==> src/inc/timer_ext_defs.svh <==
// Register offsets, field positions, reset values and timing constants of the external-clock timer
`ifndef TIMER_EXT_DEFS_SVH
`define TIMER_EXT_DEFS_SVH
// ----------------------------------------------------------------------------
// Register indices (byte address is four times the index)
// ----------------------------------------------------------------------------
`define REG_IDX_W 10
`define REG_IDX_TIMER_COUNT 10'h001
`define REG_IDX_INT_CONTROL 10'h00b
`define REG_IDX_PRESCALE_CFG 10'h081
`define REG_IDX_PORT_A_DIR 10'h085
`define REG_IDX_IRQ_STATUS 10'h090
`define REG_IDX_IRQ_MASK 10'h091
// ----------------------------------------------------------------------------
// Reset values and field positions
// ----------------------------------------------------------------------------
`define RST_TIMER_COUNT 8'h00
`define RST_INT_CONTROL 8'h00
`define RST_PRESCALE_CFG 8'hff
`define RST_PORT_A_DIR 8'h1f
`define RST_IRQ 2'h0
`define PORT_A_DIR_MASK 8'h1f
`define INTC_IRQ_EN_BIT 5
`define INTC_FLAG_BIT 2
`define TIMER_COUNT_MAX 8'hff
// ----------------------------------------------------------------------------
// Phase clock timing
// ----------------------------------------------------------------------------
`define PHASE_SECOND 2'h1
`define PHASE_FOURTH 2'h3
`define PHASE_STEP 2'h1
`endif

==> src/inc/timer_ext_pkg.sv <==
// Types shared by the external-clock timer
package timer_ext_pkg;
  // --------------------------------------------------------------------------
  // Timer configuration register layout
  // --------------------------------------------------------------------------
  typedef struct packed {
    logic pullup_off;
    logic int_edge;
    logic clock_source_select;
    logic source_edge_select;
    logic prescaler_assign;
    logic [2:0] prescale_ratio;
  } prescale_cfg_t;
  // --------------------------------------------------------------------------
  // Interrupt status and mask layout
  // --------------------------------------------------------------------------
  typedef struct packed {
    logic watchdog_event;
    logic overflow;
  } irq_bits_t;
  // --------------------------------------------------------------------------
  // APB answer bundle
  // --------------------------------------------------------------------------
  typedef struct packed {
    logic ready;
    logic slverr;
    logic [31:0] rdata;
  } apb_answer_t;
endpackage : timer_ext_pkg

==> src/logic/timer_ext_clock_prescaler.sv <==
// Eight-bit timer/counter with external clock, shared prescaler and APB registers
//
// Register access over APB was decided locally.
`timescale 1ns/10ps
`default_nettype none
`include "timer_ext_defs.svh"

module timer_ext_clock_prescaler #(
  parameter int ADDR_W = 12,
  parameter int PRESCALE_W = 8
) (
  // Clock and reset
  input wire logic pclk,
  input wire logic presetn,
  // APB slave
  input wire logic psel,
  input wire logic penable,
  input wire logic pwrite,
  input wire logic [ADDR_W-1:0] paddr,
  input wire logic [31:0] pwdata,
  output logic [31:0] prdata,
  output logic pready,
  output logic pslverr,
  // External pins
  input wire logic timer_ext_clock_pin,
  input wire logic watchdog_tick_pin,
  // Watchdog side
  input wire logic watchdog_clear_op,
  output logic watchdog_clear,
  output logic watchdog_timeout,
  // Interrupt
  output logic irq
);
  import timer_ext_pkg::*;

  // --------------------------------------------------------------------------
  // Parameter checks
  // --------------------------------------------------------------------------
  generate
    if (PRESCALE_W != 8 || ADDR_W < `REG_IDX_W + 2)
    begin : bad_params
      $error("Prescaler must be 8 bits and address wide enough for the map");
    end
  endgenerate

  // --------------------------------------------------------------------------
  // State
  // --------------------------------------------------------------------------
  logic [1:0] phase;
  logic [1:0] next_phase;
  logic ext_meta;
  logic ext_sync;
  logic wdt_meta;
  logic wdt_sync;
  logic src_prev;
  logic next_src_prev;
  logic wdt_prev;
  logic next_wdt_prev;
  logic [PRESCALE_W-1:0] psc;
  logic [PRESCALE_W-1:0] next_psc;
  logic samp;
  logic next_samp;
  logic samp_prev;
  logic next_samp_prev;
  logic inc_pend;
  logic next_inc_pend;
  logic post_prev;
  logic next_post_prev;
  logic [7:0] timer_count;
  logic [7:0] next_timer_count;
  logic [7:0] int_control;
  logic [7:0] next_int_control;
  prescale_cfg_t cfg;
  prescale_cfg_t next_cfg;
  logic [7:0] port_a_direction;
  logic [7:0] next_port_a_direction;
  irq_bits_t irq_status;
  irq_bits_t next_irq_status;
  irq_bits_t irq_mask;
  irq_bits_t next_irq_mask;
  apb_answer_t answer;
  apb_answer_t next_answer;
  logic next_watchdog_clear;
  logic next_watchdog_timeout;
  logic next_irq;

  // --------------------------------------------------------------------------
  // Combinational helpers
  // --------------------------------------------------------------------------
  logic access;
  logic wr_en;
  logic [`REG_IDX_W-1:0] idx;
  logic hit;
  logic [7:0] rd_byte;
  logic to_timer;
  logic src_level;
  logic src_rise;
  logic wdt_rise;
  logic psc_clear;
  logic psc_count;
  logic timer_psc_out;
  logic post_out;
  logic timer_wr;
  logic ovf_event;
  irq_bits_t irq_clear;
  irq_bits_t irq_set;

  // --------------------------------------------------------------------------
  // Pin synchronisers
  // --------------------------------------------------------------------------
  always_ff @(posedge pclk or negedge presetn)
  begin
    if (!presetn)
    begin
      ext_meta <= 1'b0;
      ext_sync <= 1'b0;
      wdt_meta <= 1'b0;
      wdt_sync <= 1'b0;
    end
    else
    begin
      ext_meta <= timer_ext_clock_pin;
      ext_sync <= ext_meta;
      wdt_meta <= watchdog_tick_pin;
      wdt_sync <= wdt_meta;
    end
  end

  // --------------------------------------------------------------------------
  // Phase clocks and prescaler path
  // --------------------------------------------------------------------------
  always_comb
  begin
    next_phase = phase + `PHASE_STEP;
    to_timer = ~cfg.prescaler_assign;
    // Edge select by inversion, so a rising level always marks the counted edge
    if (cfg.clock_source_select)
    begin
      src_level = ext_sync ^ cfg.source_edge_select;
    end
    else
    begin
      src_level = phase[1];
    end
    src_rise = src_level & ~src_prev;
    wdt_rise = wdt_sync & ~wdt_prev;
    next_src_prev = src_level;
    next_wdt_prev = wdt_sync;
    // One counter, owned by either the timer or the watchdog
    psc_count = to_timer ? src_rise : wdt_rise;
    timer_wr = wr_en && idx == `REG_IDX_TIMER_COUNT;
    psc_clear = (to_timer & timer_wr) | (~to_timer & watchdog_clear_op);
    if (psc_clear)
    begin
      next_psc = '0;
    end
    else if (psc_count)
    begin
      next_psc = psc + 8'h01;
    end
    else
    begin
      next_psc = psc;
    end
    // Divided output bit is symmetrical; unassigned prescaler is bypassed
    if (to_timer)
    begin
      timer_psc_out = psc[cfg.prescale_ratio];
      post_out = wdt_sync;
    end
    else
    begin
      timer_psc_out = src_level;
      if (cfg.prescale_ratio == 3'h0)
      begin
        post_out = wdt_sync;
      end
      else
      begin
        post_out = psc[3'(cfg.prescale_ratio - 3'h1)];
      end
    end
    next_post_prev = post_out;
    next_watchdog_timeout = post_out & ~post_prev;
    next_watchdog_clear = watchdog_clear_op;
    // Synchroniser on the second and fourth phases
    if (phase == `PHASE_SECOND || phase == `PHASE_FOURTH)
    begin
      next_samp = timer_psc_out;
    end
    else
    begin
      next_samp = samp;
    end
    next_samp_prev = samp;
    next_inc_pend = samp & ~samp_prev;
  end

  always_ff @(posedge pclk or negedge presetn)
  begin
    if (!presetn)
    begin
      phase <= 2'h0;
      // Edge detectors start at the counted level of an idle low pin under the reset configuration
      src_prev <= 1'b1;
      wdt_prev <= 1'b0;
      psc <= '0;
      post_prev <= 1'b0;
      samp <= 1'b1;
      samp_prev <= 1'b1;
      inc_pend <= 1'b0;
      watchdog_timeout <= 1'b0;
      watchdog_clear <= 1'b0;
    end
    else
    begin
      phase <= next_phase;
      src_prev <= next_src_prev;
      wdt_prev <= next_wdt_prev;
      psc <= next_psc;
      post_prev <= next_post_prev;
      samp <= next_samp;
      samp_prev <= next_samp_prev;
      inc_pend <= next_inc_pend;
      watchdog_timeout <= next_watchdog_timeout;
      watchdog_clear <= next_watchdog_clear;
    end
  end

  // --------------------------------------------------------------------------
  // APB decode and read mux
  // --------------------------------------------------------------------------
  always_comb
  begin
    access = psel & penable;
    wr_en = access & answer.ready & pwrite;
    idx = paddr[`REG_IDX_W+1:2];
    hit = 1'b1;
    rd_byte = 8'h00;
    case (idx)
      `REG_IDX_TIMER_COUNT: rd_byte = timer_count;
      `REG_IDX_INT_CONTROL:
      begin
        rd_byte = int_control;
        rd_byte[`INTC_FLAG_BIT] = irq_status.overflow;
      end
      `REG_IDX_PRESCALE_CFG: rd_byte = cfg;
      `REG_IDX_PORT_A_DIR: rd_byte = port_a_direction;
      `REG_IDX_IRQ_STATUS: rd_byte = {6'h00, irq_status};
      `REG_IDX_IRQ_MASK: rd_byte = {6'h00, irq_mask};
      default: hit = 1'b0;
    endcase
    next_answer.ready = access & ~answer.ready;
    next_answer.slverr = access & ~answer.ready & ~hit;
    if (access && !answer.ready && !pwrite)
    begin
      next_answer.rdata = {24'h000000, rd_byte};
    end
    else
    begin
      next_answer.rdata = answer.rdata;
    end
  end

  // --------------------------------------------------------------------------
  // Registers, timer count and interrupts
  // --------------------------------------------------------------------------
  always_comb
  begin
    next_cfg = cfg;
    next_int_control = int_control;
    next_port_a_direction = port_a_direction;
    next_irq_mask = irq_mask;
    next_timer_count = timer_count;
    irq_clear = '0;
    ovf_event = 1'b0;
    if (timer_wr)
    begin
      next_timer_count = pwdata[7:0];
    end
    else if (inc_pend)
    begin
      next_timer_count = timer_count + 8'h01;
      ovf_event = timer_count == `TIMER_COUNT_MAX;
    end
    if (wr_en)
    begin
      case (idx)
        `REG_IDX_INT_CONTROL:
        begin
          next_int_control = pwdata[7:0];
          irq_clear.overflow = ~pwdata[`INTC_FLAG_BIT];
        end
        `REG_IDX_PRESCALE_CFG: next_cfg = prescale_cfg_t'(pwdata[7:0]);
        `REG_IDX_PORT_A_DIR: next_port_a_direction = pwdata[7:0] & `PORT_A_DIR_MASK;
        `REG_IDX_IRQ_STATUS: irq_clear = irq_bits_t'(pwdata[1:0]);
        `REG_IDX_IRQ_MASK: next_irq_mask = irq_bits_t'(pwdata[1:0]);
        default: next_cfg = cfg;
      endcase
    end
    irq_set.overflow = ovf_event;
    irq_set.watchdog_event = next_watchdog_timeout;
    // Setting wins over a clear in the same cycle
    next_irq_status = (irq_status & ~irq_clear) | irq_set;
    next_irq = |(irq_status & irq_mask & {1'b1, int_control[`INTC_IRQ_EN_BIT]});
  end

  always_ff @(posedge pclk or negedge presetn)
  begin
    if (!presetn)
    begin
      timer_count <= `RST_TIMER_COUNT;
      int_control <= `RST_INT_CONTROL;
      cfg <= `RST_PRESCALE_CFG;
      port_a_direction <= `RST_PORT_A_DIR;
      irq_status <= `RST_IRQ;
      irq_mask <= `RST_IRQ;
      answer <= '0;
      irq <= 1'b0;
    end
    else
    begin
      timer_count <= next_timer_count;
      int_control <= next_int_control;
      cfg <= next_cfg;
      port_a_direction <= next_port_a_direction;
      irq_status <= next_irq_status;
      irq_mask <= next_irq_mask;
      answer <= next_answer;
      irq <= next_irq;
    end
  end

  // --------------------------------------------------------------------------
  // Outputs
  // --------------------------------------------------------------------------
  assign prdata = answer.rdata;
  assign pready = answer.ready;
  assign pslverr = answer.slverr;

endmodule : timer_ext_clock_prescaler
`default_nettype wire

==> config.mk <==
export PLATFORM = sky130hd
export DESIGN_NAME = timer_ext_clock_prescaler
export DESIGN_NICKNAME = d
export VERILOG_FILES = /design/src/inc/timer_ext_pkg.sv /design/src/logic/timer_ext_clock_prescaler.sv
export VERILOG_INCLUDE_DIRS = /design/src /design/src/inc
export SDC_FILE = /design/constraint.sdc
export NUM_CORES = 1
export LEC_CHECK = 0
export BUFFER_PORTS_ARGS = -buffer_cell sky130_fd_sc_hd__buf_2
export CAP_MARGIN = 20
export CORE_ASPECT_RATIO = 1.5
export CORE_MARGIN = 4
export CORE_UTILIZATION = 50
export CTS_BUF_LIST = sky130_fd_sc_hd__clkbuf_4 sky130_fd_sc_hd__clkbuf_8
export DETAILED_ROUTE_END_ITERATION = 7
export MAX_ROUTING_LAYER = met4
export PLACE_DENSITY = 0.79
export SLEW_MARGIN = 20
export SYNTH_ARGS = -nofsm -noshare
export SYNTH_HDL_FRONTEND = slang
export SYNTH_SLANG_ARGS = --single-unit
==> constraint.sdc <==
create_clock -name pclk -period 2.1 [get_ports pclk]
set_input_delay 0 -clock pclk [delete_from_list [all_inputs] [get_ports pclk]]
set_output_delay 0 -clock pclk [all_outputs]
set_load 0.02 [all_outputs]
Yosys cells after proc, flatten, opt, wreduce, memory -nomap -nowiden
Index checks and enable logic that the tools add are counted.
{"block": "totals", "in_bits": 52, "register_bits": 66, "out_inout_bits": 37, "word_cells": 107}
{"block": "classes", "n_lt_le_gt_ge": 2, "n_reduce_logical": 15, "muxes": 20, "addsub": 4, "n_eq_ne": 9, "bitwise": 26}
{"op": "8-bit case mux with 6 select lines", "count": 1}
{"op": "10-bit by 8-bit == test with 1-bit output (second input constant)", "count": 4}
{"op": "8-bit two-way mux", "count": 4}
{"op": "8-bit by 1-bit adder with 8-bit output (second input constant)", "count": 2}
{"op": "1-bit AND", "count": 11}
{"op": "1-bit two-way mux", "count": 11}
{"op": "10-bit by 1-bit == test with 1-bit output (second input constant)", "count": 1}
{"op": "10-bit by 4-bit == test with 1-bit output (second input constant)", "count": 1}
{"op": "8-bit == test (second input constant)", "count": 1}
{"op": "3-bit by 4-bit < comparator with 1-bit output (second input constant)", "count": 2}
{"op": "1-bit NOT", "count": 8}
{"op": "2-bit AND reduction", "count": 4}
{"op": "2-bit AND", "count": 3}
{"op": "1-bit binary-select mux with 3-bit select", "count": 2}
{"op": "6-bit OR reduction", "count": 1}
{"op": "2-bit nonzero test", "count": 2}
{"op": "1-bit logical AND", "count": 3}
{"op": "3-bit zero test", "count": 1}
{"op": "3-bit by 1-bit subtractor with 3-bit output (second input constant)", "count": 1}
{"op": "2-bit by 1-bit adder with 2-bit output (second input constant)", "count": 1}
{"op": "2-bit by 1-bit == test with 1-bit output (second input constant)", "count": 1}
{"op": "2-bit == test (second input constant)", "count": 1}
{"op": "1-bit zero test", "count": 2}
{"op": "2-bit two-way mux", "count": 1}
{"op": "other kinds (7)", "count": 7}

Longest topological paths before layout
Gate-level depths: netlist (run 1).
{"block": "depth", "word_depth": 7, "ltp_mapped": 7, "ltp_nobuf": 6}

Least setup slack after synthesis (run 1)
Ideal clock, no wire load.
{"block": "synth_timing", "kind": "register to register", "from": "register cfg[0] (netlist bit)", "to": "register irq_status[1] (netlist bit)", "n_path_buf": 1, "required_time_ns": 1.982, "stages_incl_launch_ff": 8, "t_arrival_ns": 2.130, "period_less_slack_ns": 2.248, "path_slack_ns": -0.148, "path_cell_list": "dfstp_2 -> clkbuf_1 -> inv_1 -> ha_1 -> mux4_2 -> mux2i_1 -> a311oi_1 -> a21o_1"}
{"element": "start: declaration", "line": "timer_ext_clock_prescaler.sv:73", "rtl": "prescale_cfg_t cfg;"}
{"element": "start signal: assignment", "line": "timer_ext_clock_prescaler.sv:314", "rtl": "cfg <= `RST_PRESCALE_CFG;"}
{"element": "start signal: assignment", "line": "timer_ext_clock_prescaler.sv:325", "rtl": "cfg <= next_cfg;"}
{"element": "end signal: assignment", "line": "timer_ext_clock_prescaler.sv:316", "rtl": "irq_status <= `RST_IRQ;"}
{"element": "end signal: assignment", "line": "timer_ext_clock_prescaler.sv:327", "rtl": "irq_status <= next_irq_status;"}
{"element": "end: declaration", "line": "timer_ext_clock_prescaler.sv:77", "rtl": "irq_bits_t irq_status;"}

==> flow_metrics.py, run 1 <==
metrics = {
    "clock_network": {
        "clk_latency_ns": 0.34,
        "clk_pin_slew_worst_paths_ns": 0.07,
        "clk_path_buf_depth": 2,
        "clock-root-buffer": "clkbuf_8",
        "cts_sinks": 65,
        "cts_max_level": 3,
        "numCtsBuffers": 9,
        "cts_tree": "yes",
    },
    "worst_setup_path": {
        "start_kind": "register",
        "timing.rr.start": "cfg[1]",
        "critPathKind": "reg -> reg",
        "reg2reg_depth": 6,
        "regToRegEndpoint": "irq_status[1]",
        "critPathLaunch": "cfg[1]",
        "end_kind": "register",
        "crit_path_max_fanout": 4,
        "required_ns": 2.33,
        "reg2reg_slack_ns": 0.08,
        "arrival_ns": 2.25,
        "endpoint": "irq_status[1]",
    },
    "die": {
        "io_pins": 89,
        "die_w_um": 75.55,
        "core-area_um2": 6576,
        "num_rows": 36,
        "die_h_um": 109.3,
        "initial_core_util_pct": 52.04,
        "die-area_um2": 8259,
    },
    "synthesis": {
        "syn-cell-area_um2": 3422,
        "seq_area_frac_synth_pct": 48.12,
        "synth-async-reset-ratio_pct": 100.0,
        "synth_most_common_cell": "dfrtp_1",
        "synth_edf_count": 0,
        "yosys.area.top_type": "dfrtp_1",
        "synth_cells": 301,
        "synth_common_cells": "49 x dfrtp_1, 26 x mux2_2, 24 x buf_4",
        "synth_cell_types": 54,
        "syn_area_per_cell_um2": 11.37,
        "yosysWarnings": 0,
        "ys_seq_elements": 65,
        "synth_top_cell_area_share_pct": 35.83,
        "synth-main-ff-cell": "dfrtp_1",
        "synth_area_leaders": "dfrtp_1 36%, dfstp_2 12%, mux2_2 8.6%",
    },
    "timing": {
        "timing.final.crit_share_pct": 96.34,
        "fmaxAchievable_ghz": 0.4943,
        "rsz0062_at_grt": "yes",
        "slew_headroom_pct": 52.85,
        "period_needed_ns": 2.023,
        "hold_viol": 0,
        "setup_violations": 0,
        "drv_slew": 0,
        "fin_ws_ns": 0.07686,
        "clock_skew_ns": 0.009370,
        "worst_hold_slack_ns": 0.01864,
        "tightest_slew_ns": 0.7073,
    },
    "drt": {
        "antenna_left": 0,
        "drt-total-wl_um": 7178,
        "drtIter0Drc": 126,
        "drcViolationCount": 0,
        "wl_per_cell_um": 15.99,
        "vias": 2494,
        "first_pass_iters": 4,
        "post_drt_via_cell_ratio": 5.555,
    },
    "hold_path": {
        "hold_path.class": "in -> reg",
    },
    "global_route": {
        "grt_pass1_wl_um": 11780,
        "met3_usage_pct": 3.934,
        "gr-usage-met2_pct": 32.69,
        "grt_max_degree": 37,
        "grt_pass1_vias": 2488,
        "grt_busiest_layer": "met2",
        "grt_overflow": 0,
        "grt_use_total_pct": 19.40,
        "antenna_found_initial": 0,
        "use_met1_pct": 21.62,
    },
    "run": {
        "drv_cap": 0,
    },
    "power": {
        "p_leak_uw": 0.001794,
        "powerDensity_nw_per_um2": 728.7,
        "power_uw": 2950,
        "peakVddDrop_uv": 340.3,
    },
    "finish": {
        "insertedDiodeCount": 0,
        "multi_input_area_um2": 1623,
        "final-seq-area_um2": 1647,
        "drive_above_1_share_pct": 34.32,
        "design_area_um2": 4049,
        "area_delta_synth_final_pct": 18.32,
        "fin_nets": 426,
        "final_cells": 449,
        "fillers": 540,
    },
    "status": {
        "status": "completed",
    },
    "place": {
        "dp_hpwl_um": 5439,
        "dp_slack_ns": 0.02075,
        "dp.cells": 418,
        "port_buffers": 38,
        "place.gp.congestion": 0.8922,
        "placed_area_um2": 3676,
    },
}
==> logic make-up (layout without fill, tap and decap cells) <==
kind of cell / after synthesis / in the layout / synth area share (%)
buf+inv: 41 / 90 / 7.642
flops: 65 / 65 / 48.12
other cells: 1 / 24 / 0.1096
fa+ha+maj: 7 / 7 / 2.486
simple gates: 84 / 84 / 14.70
compound gates: 53 / 53 / 10.27
xor+xnor: 10 / 10 / 2.559
mux: 40 / 40 / 14.11
==> per-layer routing <==
metal,wire (um),vias to the layer above
met5,0,-
met4,165,0
met3,263,13
met2,4028,68
met1,2720,1227
li1,-,1186
==> registers in the layout, indices dropped and copies added, names as in the netlist, 2 cells and up <==
register          flops
cfg                   8
timer_count           8
port_a_direction      5
psc                   8
int_control           7
prdata                8
irq_mask              2
irq_status            2
phase                 2
==> where the power goes <==
part	switching, uW	internal [uW]	leakage [uW]
Combinational	270	188	0.000924
Sequential	82.4	1340	0.000771
Clock	484	582	0.0000985
==> final cells by class <==
class	count	area share (%)
Tap cell	76	2.349
Multi-Input combinational cell	218	40.08
Clock buffer	10	3.399
Sequential cell	65	40.67
Clock inverter	6	1.669
Inverter	7	0.6489
Timing Repair Buffer	67	11.19
==> layout by cell type, fill, tap and decap left out, drive strengths merged, types with 2 or more instances in the layout <==
cell / instances
dfrtp: 49
a311oi: 2
a32o: 2
nor3b: 2
and3: 2
o21ai: 8
buf: 54
nand4: 6
and4: 3
ha: 6
a21oi: 21
and2: 3
o22a: 3
mux2: 26
xor2: 5
a22o: 4
nand3: 5
nor4: 3
nor2: 21
o31ai: 3
inv: 7
conb: 24
or3: 7
nand2: 11
clkinvlp: 2
clkinv: 3
nand2b: 2
or4: 4
mux4: 4
nor2b: 2
or2: 2
nor3: 8
a2bb2oi: 3
clkbuf: 10
dfstp: 16
mux2i: 10
xnor2: 5
dlygate4sd3: 13
==> through the flow <==
step	setup TNS, ns	util, %
floorplan	0	-
global placement	0	55.90
detailed placement	0	55.90
CTS	0	61.00
global route	-0.02383	61.57
finish	0	61.57
==> what timing repair did <==
action | in CTS | in global routing
endpoints found under the hold margin | 53 | 0
hold buffers | 13 | 0
buffers inserted | 0 | 2
resized for setup | 0 | 5
endpoints found under the setup margin | 0 | 1
==> worst min path at each step <==
stage,from,endpoint,slack [ns],cells past startpoint
detailed placement,presetn,phase[1],0.09,1
floorplan,presetn,ext_meta,-0.30,0
global placement,presetn,ext_meta,0.08,1
global route,pwdata[1],cfg[1],0.02,2
CTS,pwdata[1],irq_mask[1],0.009,2
finish,pwdata[1],timer_count[1],0.02,3
==> worst max-delay path, cell delays in order, from the launching register on <==
cell and delay (ns):
dfstp_2 0.57, inv_2 0.06, ha_4 0.27, mux4_2 0.50, mux2i_2 0.21, a311oi_2 0.14
a21o_1 0.17
No activity file was read; power rests on OpenSTA's default activity.
==> run 2, diff against run 1 <==
--- a/config.mk
+++ b/config.mk
@@ -6,15 +6,16 @@
 export SDC_FILE = /design/constraint.sdc
 export NUM_CORES = 1
 export LEC_CHECK = 0
-export BUFFER_PORTS_ARGS = -buffer_cell sky130_fd_sc_hd__buf_2
 export CAP_MARGIN = 20
 export CORE_ASPECT_RATIO = 1.5
 export CORE_MARGIN = 4
 export CORE_UTILIZATION = 50
 export CTS_BUF_LIST = sky130_fd_sc_hd__clkbuf_4 sky130_fd_sc_hd__clkbuf_8
 export DETAILED_ROUTE_END_ITERATION = 7
+export DONT_BUFFER_PORTS = 1
+export HOLD_SLACK_MARGIN = 0.02
 export MAX_ROUTING_LAYER = met4
-export PLACE_DENSITY = 0.79
+export PLACE_DENSITY = 0.68
 export SLEW_MARGIN = 20
 export SYNTH_ARGS = -nofsm -noshare
 export SYNTH_HDL_FRONTEND = slang
==> run 2 against run 1 <==
Via count is 4.3% lower. Global-route usage is 0.17 points higher. Worst hold slack better by 0.021 ns. Critical path depth stayed put. Routed wire length is 2.5% lower. Register-to-register slack hardly changed. Largest cell class unchanged. Clock skew is 0.0036 ns higher. Critical endpoint unchanged. Sequential share of layout area is 0.83 points higher. First-iteration DRC count is 42% higher. Sequential cell count stayed put. Sequential power is 3% higher. Setup slack worse by 0.014 ns.
==> flow_metrics.py, run 2 (synthesis results as in run 1) <==
metrics = {
    "clock_network": {
        "clock-root-buffer": "clkbuf_8",
        "clk_latency_ns": 0.35,
        "numCtsBuffers": 9,
        "clk_pin_slew_worst_paths_ns": 0.08,
        "cts_max_level": 3,
        "cts_tree": "yes",
        "clk_path_buf_depth": 2,
        "cts_sinks": 65,
    },
    "finish": {
        "drive_above_1_share_pct": 26.09,
        "fin_nets": 398,
        "final_cell_mix": "48 x dfrtp_1, 26 x mux2_2, 24 x conb_1, 24 x dlygate4sd3_1",
        "final_common_cell": "dfrtp_1",
        "insertedDiodeCount": 0,
        "area_delta_synth_final_pct": 16.05,
        "design_area_um2": 3971,
    },
    "timing": {
        "timing.final.crit_share_pct": 97.02,
        "period_needed_ns": 2.037,
        "tightest_slew_ns": 0.5376,
        "drv_slew": 0,
        "slew_headroom_pct": 63.96,
        "setup_tns_ns": 0,
        "setup_violations": 0,
        "worst_hold_slack_ns": 0.03941,
        "hold_viol": 0,
        "fin_ws_ns": 0.06259,
        "clock_skew_ns": 0.01293,
        "fmaxAchievable_ghz": 0.4908,
    },
    "power": {
        "peakVddDrop_uv": 542.6,
        "p_leak_uw": 0.001685,
        "powerDensity_nw_per_um2": 733.1,
        "power_uw": 2911,
    },
    "hold_path": {
        "hold-path-endpoint": "timer_count[1]",
        "hold_start": "paddr[6]",
        "hold_path_depth": 4,
        "hold_path.class": "in -> reg",
    },
    "worst_setup_path": {
        "end_kind": "register",
        "start_kind": "register",
        "timing.rr.start": "cfg[0]",
        "reg2reg_depth": 6,
        "critPathKind": "reg -> reg",
        "regToRegEndpoint": "irq_status[1]",
        "crit_path_max_fanout": 2,
        "required_ns": 2.34,
        "arrival_ns": 2.28,
        "reg2reg_slack_ns": 0.06,
    },
    "drt": {
        "drt-total-wl_um": 6996,
        "wl_per_cell_um": 16.62,
        "first_pass_iters": 4,
        "antenna_left": 0,
        "post_drt_via_cell_ratio": 5.672,
        "vias": 2388,
        "drtIter0Drc": 179,
        "drcViolationCount": 0,
    },
    "global_route": {
        "grt_pass1_wl_um": 11750,
        "antenna_found_initial": 0,
        "grt_overflow": 0,
        "grt_use_total_pct": 19.58,
        "grt_pass1_vias": 2429,
        "grt_max_degree": 66,
    },
    "place": {
        "dp_slack_ns": 0.03612,
        "port_buffers": 0,
        "dp_hpwl_um": 4981,
        "place.gp.congestion": 0.9013,
        "placed_area_um2": 3458,
    },
    "status": {
        "status": "completed",
    },
    "die": {
        "die-area_um2": 8259,
        "io_pins": 89,
        "die_h_um": 109.3,
        "num_rows": 36,
        "die_w_um": 75.55,
        "initial_core_util_pct": 52.04,
        "core-area_um2": 6576,
    },
    "run": {
        "drv_cap": 0,
    },
}
-- run 2: worst max path at each step --
stage | depth (start not counted) | from | endpoint
2_1_floorplan | 7 | cfg[0] | irq_status[1]
3_3_place_gp | 6 | cfg[0] | irq_status[1]
3_5_place_dp | 6 | cfg[0] | irq_status[1]
4_1_cts | 6 | cfg[0] | irq_status[1]
5_1_grt | 6 | cfg[0] | irq_status[1]
6_report | 6 | cfg[0] | irq_status[1]
-- run 2: worst max-delay path, cell delays in order (launching register included) --
cell and delay [ns]:
dfstp_2 0.53, inv_1 0.07, ha_4 0.28, mux4_2 0.50, mux2i_2 0.20, a311oi_2 0.17, a21o_1 0.18
-- run 2: layout make-up --
| class | instances | area [um^2] |
|---|---|---|
| clock inverters | 7 | 76.32 |
| inverters | 7 | 26.28 |
| fillers | 543 | 2605 |
| multi-input cells | 218 | 1629 |
| flip-flops and latches | 65 | 1648 |
| well taps | 76 | 95.09 |
| repair buffers | 39 | 372.9 |
| clock buffers | 9 | 123.9 |
-- run 2: what timing repair did --
item,4_1_cts,5_1_grt
resized for setup,0,6
buffers inserted,0,2
setup endpoints to repair,0,5
endpoints found under the hold margin,116,0
hold buffers,25,0
-- run 2: where the power goes --
part           switching [uW]  internal, uW
clock                     523           558
combinational             192           165
sequential                129          1340
total                     844          2070
-- run 2: stage by stage --
stage	std cells	util, %
global route	421	60.39
CTS	419	59.70
detailed placement	378	52.59
finish	421	60.39
floorplan	324	-
global placement	378	52.59
-- run 2: per-layer routing --
metal | wire length, um | GRT usage, % | vias to the layer above | share of wire, %
met1 | 2647 | 21.79 | 1165 | 38
met3 | 299 | 4.392 | 19 | 4.3
met5 | 0 | - | - | 0
met2 | 3822 | 32.39 | 71 | 55
met4 | 226 | 9.750 | 0 | 3.2
li1 | - | - | 1133 | -
